$ cat config.mk
export PLATFORM = sky130hd
export DESIGN_NAME = dual_dac_frame_loader
export DESIGN_NICKNAME = d
export VERILOG_FILES = /design/src/verilog/dual_dac_frame_loader.v
export VERILOG_INCLUDE_DIRS = /design/src /design/src/include
export SDC_FILE = /design/constraint.sdc
export NUM_CORES = 1
export LEC_CHECK = 0
export CELL_PAD_IN_SITES_DETAIL_PLACEMENT = 0
export CELL_PAD_IN_SITES_GLOBAL_PLACEMENT = 1
export CORE_AREA = 2 2 100 199
export CTS_CLUSTER_SIZE = 16
export DETAILED_ROUTE_END_ITERATION = 8
export DIE_AREA = 0 0 102 201
export DONT_BUFFER_PORTS = 1
export PLACE_DENSITY_LB_ADDON = 0.1
export SLEW_MARGIN = 5
export SYNTH_ARGS = -nofsm -noshare
export SYNTH_HDL_FRONTEND = slang
export SYNTH_SLANG_ARGS = --single-unit
$ cat constraint.sdc
create_clock -name ref_clk_i -period 5 [get_ports ref_clk_i]
set_input_delay 0.25 -clock ref_clk_i [delete_from_list [all_inputs] [get_ports ref_clk_i]]
set_output_delay 0.25 -clock ref_clk_i [all_outputs]
set_load 0.02 [all_outputs]
$ cat src/include/dac_loader_regs.vh
// register map, field positions and reset values of the dual dac frame loader
`ifndef DAC_LOADER_REGS_VH
`define DAC_LOADER_REGS_VH

// ----------------------------------------------------------------------------
// apb register byte offsets
// ----------------------------------------------------------------------------
`define DL_CTRL_OFS       12'h000
`define DL_STAT_OFS       12'h004
`define DL_DACA_OFS       12'h008
`define DL_DACB_OFS       12'h00C
`define DL_HOLD_OFS       12'h010
`define DL_CFG_OFS        12'h014

// ----------------------------------------------------------------------------
// field positions
// ----------------------------------------------------------------------------
`define DL_CTRL_FREEZE    0
`define DL_STAT_OVF       0
`define DL_STAT_ACTIVE    1
`define DL_STAT_CNT_LO    2
`define DL_CFG_REF_LO     0
`define DL_CFG_FAST       2
`define DL_CFG_PWR        3
`define DL_CFG_REF_INT    4
`define DL_CFG_REF_HIGH   5

// ----------------------------------------------------------------------------
// frame layout
// ----------------------------------------------------------------------------
`define DL_FRAME_BITS     5'h10
`define DL_SEL_HI_BIT     15
`define DL_FAST_BIT       14
`define DL_PWR_BIT        13
`define DL_SEL_LO_BIT     12
`define DL_TGT_DAC_B      2'h0
`define DL_TGT_HOLD       2'h1
`define DL_TGT_DAC_A      2'h2
`define DL_TGT_CTRL       2'h3

// ----------------------------------------------------------------------------
// reset values
// ----------------------------------------------------------------------------
`define DL_CODE_RST       12'h000
`define DL_CTRL_RST       1'h0

`endif

$ cat src/verilog/dual_dac_frame_loader.v
// serial frame loader of a dual 12-bit dac with apb status and control
//
// Summary of operation
// - shift msb first on serial clock falls
// - transfer after sixteen bits or select rise
// - word's own select bits pick destination latch
// - reset clears every latch to zero
// - dac codes are unsigned twelve bit values
// - latch update on sixteenth rising clock edge
// - bits 15..12 select, speed, power, select
// - 00 b+hold, 01 hold, 10 a+b<-hold, 11 ctrl
// - speed 1 fast; power 1 powers down
// - ref bits: 00/11 external, 01 low, 10 high
`timescale 1ns/10ps
`include "dac_loader_regs.vh"

module dual_dac_frame_loader #(
  parameter FIFO_DEPTH = 2,
  parameter FIFO_AW    = 1
) (
  input  wire        ref_clk_i,
  input  wire        rst_b_i,
  input  wire        sel_b_i,
  input  wire        sclk_i,
  input  wire        din_i,
  input  wire        psel_i,
  input  wire        penable_i,
  input  wire        pwrite_i,
  input  wire [11:0] paddr_i,
  input  wire [31:0] pwdata_i,
  output wire [31:0] prdata_o,
  output wire        pready_o,
  output wire        pslverr_o,
  output wire [11:0] dac_a_code_o,
  output wire [11:0] dac_b_code_o,
  output wire        fast_settle_o,
  output wire        power_down_o,
  output wire [1:0]  ref_source_sel_o,
  output wire        ref_internal_o,
  output wire        ref_high_o
);

  // --------------------------------------------------------------------------
  // reset release
  // --------------------------------------------------------------------------
  // release is synchronous so every flop leaves reset on one edge
  reg        rst_s1_q;
  reg        rst_b_q;

  always @(posedge ref_clk_i or negedge rst_b_i) begin
    if (!rst_b_i) begin
      rst_s1_q <= 1'b0;
      rst_b_q  <= 1'b0;
    end else begin
      rst_s1_q <= 1'b1;
      rst_b_q  <= rst_s1_q;
    end
  end

  // --------------------------------------------------------------------------
  // pin synchronisers
  // --------------------------------------------------------------------------
  // din keeps a third stage: data may change just after the clock fall, so
  // the bit is taken from the sample one cycle older than the edge sample
  reg  [2:0] sel_q;
  reg  [2:0] sclk_q;
  reg  [2:0] din_q;
  // sel and sclk reset to their idle high level, so release fakes no edge

  always @(posedge ref_clk_i or negedge rst_b_q) begin
    if (!rst_b_q) begin
      sel_q  <= 3'h7;
      sclk_q <= 3'h7;
      din_q  <= 3'h0;
    end else begin
      sel_q  <= {sel_q[1:0], sel_b_i};
      sclk_q <= {sclk_q[1:0], sclk_i};
      din_q  <= {din_q[1:0], din_i};
    end
  end

  // edges come from stages 2 and 1; stage 0 only settles metastability
  wire sel_fall  = sel_q[2] & ~sel_q[1];
  wire sel_rise  = ~sel_q[2] & sel_q[1];
  wire sclk_fall = sclk_q[2] & ~sclk_q[1];
  wire sclk_rise = ~sclk_q[2] & sclk_q[1];

  // --------------------------------------------------------------------------
  // frame shifter
  // --------------------------------------------------------------------------
  reg  [15:0] shift_q;
  reg  [4:0]  bit_cnt_q;
  reg         active_q;
  reg         done_q;
  wire        push;
  wire [15:0] push_word;

  // one push per frame: sixteenth rise, or select rise on a partial word
  assign push = active_q & ~done_q &
                ((sclk_rise & (bit_cnt_q == `DL_FRAME_BITS)) |
                 (sel_rise & (bit_cnt_q != 5'h00)));
  assign push_word = shift_q;

  always @(posedge ref_clk_i or negedge rst_b_q) begin
    if (!rst_b_q) begin
      shift_q   <= 16'h0000;
      bit_cnt_q <= 5'h00;
      active_q  <= 1'b0;
      done_q    <= 1'b0;
    end else begin
      if (sel_fall) begin
        bit_cnt_q <= 5'h00;
        shift_q   <= 16'h0000;
        active_q  <= 1'b1;
        done_q    <= 1'b0;
      end else if (sel_rise) begin
        active_q  <= 1'b0;
        done_q    <= 1'b0;
      end else if (active_q) begin
        // bits past the sixteenth wait for the next select fall
        if (sclk_fall && !done_q && bit_cnt_q != `DL_FRAME_BITS) begin
          shift_q   <= {shift_q[14:0], din_q[2]};
          bit_cnt_q <= bit_cnt_q + 5'h01;
        end
        if (push) begin
          done_q <= 1'b1;
        end
      end
    end
  end

  // --------------------------------------------------------------------------
  // two-entry word buffer
  // --------------------------------------------------------------------------
  reg  [15:0]        fifo_mem [0:FIFO_DEPTH-1];
  reg  [FIFO_AW-1:0] wr_ptr_q;
  reg  [FIFO_AW-1:0] rd_ptr_q;
  reg  [FIFO_AW:0]   fifo_cnt_q;
  reg                freeze_q;
  wire               fifo_full  = (fifo_cnt_q == FIFO_DEPTH[FIFO_AW:0]);
  wire               fifo_valid = (fifo_cnt_q != {(FIFO_AW+1){1'b0}});
  wire               fifo_ready = ~fifo_full;
  wire               do_push    = push & fifo_ready;
  wire               do_pop     = fifo_valid & ~freeze_q;
  wire [15:0]        pop_word   = fifo_mem[rd_ptr_q];

  // freeze holds words back; a word pushed while full is lost
  // count runs 0..FIFO_DEPTH, one bit wider than the pointers
  integer i;

  always @(posedge ref_clk_i or negedge rst_b_q) begin
    if (!rst_b_q) begin
      wr_ptr_q   <= {FIFO_AW{1'b0}};
      rd_ptr_q   <= {FIFO_AW{1'b0}};
      fifo_cnt_q <= {(FIFO_AW+1){1'b0}};
      for (i = 0; i < FIFO_DEPTH; i = i + 1) begin
        fifo_mem[i] <= 16'h0000;
      end
    end else begin
      if (do_push) begin
        fifo_mem[wr_ptr_q] <= push_word;
        wr_ptr_q           <= wr_ptr_q + {{(FIFO_AW-1){1'b0}}, 1'b1};
      end
      if (do_pop) begin
        rd_ptr_q <= rd_ptr_q + {{(FIFO_AW-1){1'b0}}, 1'b1};
      end
      if (do_push && !do_pop) begin
        fifo_cnt_q <= fifo_cnt_q + {{FIFO_AW{1'b0}}, 1'b1};
      end else if (!do_push && do_pop) begin
        fifo_cnt_q <= fifo_cnt_q - {{FIFO_AW{1'b0}}, 1'b1};
      end
    end
  end

  // --------------------------------------------------------------------------
  // latches
  // --------------------------------------------------------------------------
  reg  [11:0] dac_a_q;
  reg  [11:0] dac_b_q;
  reg  [11:0] hold_q;
  reg  [1:0]  ref_sel_q;
  reg         ref_int_q;
  reg         ref_high_q;
  reg         fast_q;
  reg         pwr_q;
  wire [1:0]  tgt  = {pop_word[`DL_SEL_HI_BIT], pop_word[`DL_SEL_LO_BIT]};
  wire [11:0] data = pop_word[11:0];

  always @(posedge ref_clk_i or negedge rst_b_q) begin
    if (!rst_b_q) begin
      dac_a_q    <= `DL_CODE_RST;
      dac_b_q    <= `DL_CODE_RST;
      hold_q     <= `DL_CODE_RST;
      ref_sel_q  <= 2'h0;
      ref_int_q  <= 1'b0;
      ref_high_q <= 1'b0;
      fast_q     <= 1'b0;
      pwr_q      <= 1'b0;
    end else if (do_pop) begin
      // speed and power follow every frame, whatever its target
      fast_q <= pop_word[`DL_FAST_BIT];
      pwr_q  <= pop_word[`DL_PWR_BIT];
      case (tgt)
        `DL_TGT_DAC_B: begin
          dac_b_q <= data;
          hold_q  <= data;
        end
        `DL_TGT_HOLD: begin
          hold_q <= data;
        end
        `DL_TGT_DAC_A: begin
          dac_a_q <= data;
          dac_b_q <= hold_q;
        end
        `DL_TGT_CTRL: begin
          // control data bits 11..2 carry nothing
          ref_sel_q  <= data[1:0];
          ref_int_q  <= data[1] ^ data[0];
          ref_high_q <= data[1] & ~data[0];
        end
        default: begin
          hold_q <= hold_q;
        end
      endcase
    end
  end

  // --------------------------------------------------------------------------
  // apb slave
  // --------------------------------------------------------------------------
  // one wait state: pready is raised in the second access cycle
  // only ctrl and the stat overflow flag take writes; the rest read only
  // read data is zero outside the answer cycle, so no stale word leaks
  reg  [31:0] prdata_q;
  reg         pready_q;
  reg         pslverr_q;
  reg         ovf_q;
  reg  [31:0] rd_mux;
  reg         hit;
  wire        acc = psel_i & penable_i & ~pready_q;
  wire        wr  = acc & pwrite_i;

  always @* begin
    rd_mux = 32'h0000_0000;
    hit    = 1'b1;
    case (paddr_i)
      `DL_CTRL_OFS: rd_mux[`DL_CTRL_FREEZE] = freeze_q;
      `DL_STAT_OFS: rd_mux[`DL_STAT_CNT_LO+FIFO_AW:0] =
                      {fifo_cnt_q, active_q, ovf_q};
      `DL_DACA_OFS: rd_mux[11:0] = dac_a_q;
      `DL_DACB_OFS: rd_mux[11:0] = dac_b_q;
      `DL_HOLD_OFS: rd_mux[11:0] = hold_q;
      `DL_CFG_OFS:  rd_mux[`DL_CFG_REF_HIGH:0] =
                      {ref_high_q, ref_int_q, pwr_q, fast_q, ref_sel_q};
      default:      hit = 1'b0;
    endcase
  end

  always @(posedge ref_clk_i or negedge rst_b_q) begin
    if (!rst_b_q) begin
      prdata_q  <= 32'h0000_0000;
      pready_q  <= 1'b0;
      pslverr_q <= 1'b0;
      freeze_q  <= `DL_CTRL_RST;
      ovf_q     <= 1'b0;
    end else begin
      pready_q  <= acc;
      pslverr_q <= acc & ~hit;
      prdata_q  <= (acc && !pwrite_i) ? rd_mux : 32'h0000_0000;
      if (wr && paddr_i == `DL_CTRL_OFS) begin
        freeze_q <= pwdata_i[`DL_CTRL_FREEZE];
      end
      // a word lost to a full buffer beats a clear in the same cycle
      if (push && !fifo_ready) begin
        ovf_q <= 1'b1;
      end else if (wr && paddr_i == `DL_STAT_OFS && pwdata_i[`DL_STAT_OVF]) begin
        ovf_q <= 1'b0;
      end
    end
  end

  // --------------------------------------------------------------------------
  // outputs
  // --------------------------------------------------------------------------
  // straight from flops: no logic between register and pin
  assign prdata_o         = prdata_q;
  assign pready_o         = pready_q;
  assign pslverr_o        = pslverr_q;
  assign dac_a_code_o     = dac_a_q;
  assign dac_b_code_o     = dac_b_q;
  assign fast_settle_o    = fast_q;
  assign power_down_o     = pwr_q;
  assign ref_source_sel_o = ref_sel_q;
  assign ref_internal_o   = ref_int_q;
  assign ref_high_o       = ref_high_q;

endmodule // dual_dac_frame_loader

==> out/results.txt <==
Status = finished clean
Core Util, Final = 34.1%
Clock root buffer = clkbuf_16
Final Hold Fails = 0
Max capacitance violation total = 0
Power, Total = 0.00272 W
CP Data Required Time = 5300 ps
Via count = 3381
R2r setup slk = 2280 ps
DP Area = 5810 um2
Worst-path maximum fanout = 17
Synthesized-area fraction occupied by xor and xnor cells = 0.622%
Initial antenna violation count = 0
Post-route cell area = 6510 um2
Number of library cell types mapped by synthesis = 52
# IOs = 116
Fmax achieved = 368 MHz
Ys Warns = 0
HPWL Detailed = 8520 um
Crit end category = flop
Post-Route WL = 12700 um
CTS tree = done
Post-CTS Setup Repair Bufs = 0
Arrival time worst endpoint = 3020 ps
Post-Synth Simple-Gate Area = 9.90%
Total CTS buffers = 17
IO Port Bufs = 0
ANT nets after route = 0
Max Slew Vio Count = 0
Share of cells above drive strength 1 = 19.3%
Final Wtd Congestion = 0.717
CTS H-tree depth = 4
Pwr Density = 418 nW/um2
Leakage power = 3.08 nW
Mapped Cells = 481
Die height = 201 um
Worst hold path class = primary input to flop
Period utilization = 54.4%
Wire per inst = 16.7 um
Post-synth ARST share = 100%
Clk buf depth = 2
Worst r2r path cells = 6
Top-area cell type share of the netlist area = 54.2%
Mapped cell area = 5630 um2
Die area = 20500 um2
Compound-Gate Fraction of Synth Area = 11.0%
Largest net degree at the start of global routing = 51
Worst slew pin tran = 1050 ps
DRT Pass-1 Iters = 4
Area grow syn2layout = 15.6%
First-pass GRT wire length = 20300 um
Peak VDD IR = 0.173 mV
Final setup viols = 0
Setup TNS = 0 ps
Vias in the first global route = 3521
Post-synth EDFFs = 0
Pre-CTS WS = 2220 ps
Sequential fraction of the synthesis area = 57.0%
Die W = 102 um
Startpoint types = flop
Clock insertion delay at the later pin of the skew report = 420 ps
DRC = 0
Setup ws final = 2280 ps
Combinational family with the most area after synthesis = multiplexers
Fin crit period = 2720 ps
Starting Density = 29.5%
Ant. Diodes = 0
RSZ-0062 raised after global routing = no
Clock Skews = 18.0 ps
Synth area leader = dfrtp_1
FP Rows = 72
Critical path class = flop to flop
Final net count = 547
Overflow after GRT = 0
Clock-pin slew on the worst setup and hold paths = 60 ps
Main synth FF type = dfrtp_1
Hold path depth = 2
Mux share of post-synthesis cell area = 14.5%
1st-iter DRT viols = 142
Avg Cell Area, Syn = 11.7 um2
Post-Synth Adder-Cell Area = 1.33%
#FFs+latches synth = 128
Core area = 19100 um2
Gr usage total = 13.1%
Top cells by area, synth = dfrtp_1, mux2_2, mux2i_1
CTS sink cnt = 128
DR vias/cell = 4.44
Slew HR = 30.0%
[power by group]
part / internal (W) / switching [W]
Combinational: 0.0000997 / 0.000189
Sequential: 0.00107 / 0.0000322
Clock: 0.000842 / 0.000489
[final timing paths]
path                                    from         endpoint
max in group asynchronous            rst_b_q  dac_a_code_o[5]
worst min register to register       rst_b_q           done_q
worst max register to register  bit_cnt_q[0]     fifo_mem[21]
worst min-delay path              paddr_i[3]      prdata_o[1]
worst max-delay path            bit_cnt_q[0]     fifo_mem[21]
min in group asynchronous            rst_b_i          rst_b_q
[cells by family (layout without fill, tap and decap cells)]
| logic type | after synthesis | count (layout) |
|---|---|---|
| buffers and inverters | 52 | 54 |
| DFF | 128 | 128 |
| muxes | 72 | 72 |
| xor gates and xnor gates | 4 | 4 |
| and+or+nand+nor | 119 | 119 |
| adders and majority gates | 6 | 6 |
| AOI/OAI and AO/OA | 98 | 98 |
| other | 2 | 21 |
[layout make-up]
| class | instances | area, um2 |
|---|---|---|
| flip-flops and latches | 128 | 3210 |
| clock buffers | 17 | 425 |
| inverters | 9 | 33.8 |
| repair buffers | 13 | 115 |
| well taps | 259 | 324 |
| fillers | 1981 | 12600 |
| clock inverters | 15 | 206 |
| multi-input cells | 320 | 2190 |
[timing repair]
action                    in CTS  in global routing
hold buffers                   7                  0
hold endpoints to repair       7                  0
gates resized for setup        0                  0
[layer usage]
layer,track usage [%],vias up,share of wire [%]
met5,0,-,0
met3,3.69,8,4.5
li1,-,1655,-
met2,20.4,75,47
met1,17.4,1643,48
met4,4.71,0,1.2
[through the flow]
stage | cells | hold slack (ps)
after detailed placement | 722 | -45.5
after global routing | 761 | 8.79
final | 761 | 25.0
after floorplan | 500 | -45.6
after global placement | 722 | -45.5
after CTS | 761 | 7.63
[cell usage in the layout (no fill, tap or decap), drive strengths merged, types with 3 or more instances in the layout]
master	n
dfrtp	122
nand2	59
o21ai	54
mux2	39
nor2	33
mux2i	32
conb	21
a22o	17
clkbuf	17
inv	14
a21oi	12
dlygate4sd3	7
ha	6
buf	6
dfstp	6
nand2b	4
bufinv	4
clkinv	4
nand4	3
a22oi	3
o22a	3
nor3	3
[registers in the layout, summed over array words and instances, names as in the netlist, 3 cells and up]
signal / flops
bit_cnt_q: 5
dac_a_code_o: 12
dac_b_code_o: 12
din_q: 3
fifo_mem: 32
hold_q: 12
prdata_o: 12
push_word: 16
sclk_q: 3
sel_q: 3
[cells in the mapped netlist (3+ instances only)]
cell	n
a22o_1	17
nand2b_1	4
o21ai_0	54
nor2_1	32
inv_1	8
nand2_1	59
o22a_1	3
mux2i_1	31
dfrtp_1	122
a22oi_1	3
mux2_2	30
buf_2	4
nand4_1	3
mux2_4	9
clkbuf_1	14
ha_1	6
a21oi_1	12
dfstp_2	6
buf_4	20
[worst max-delay path, stage by stage, from the launching register on]
cell and delay (ps):
dfrtp_1 410, inv_1 70, ha_1 230, or4b_4 500, nand3_2 140, or3_1 820, mux2_2 420
(Power assumes the default switching activity.)
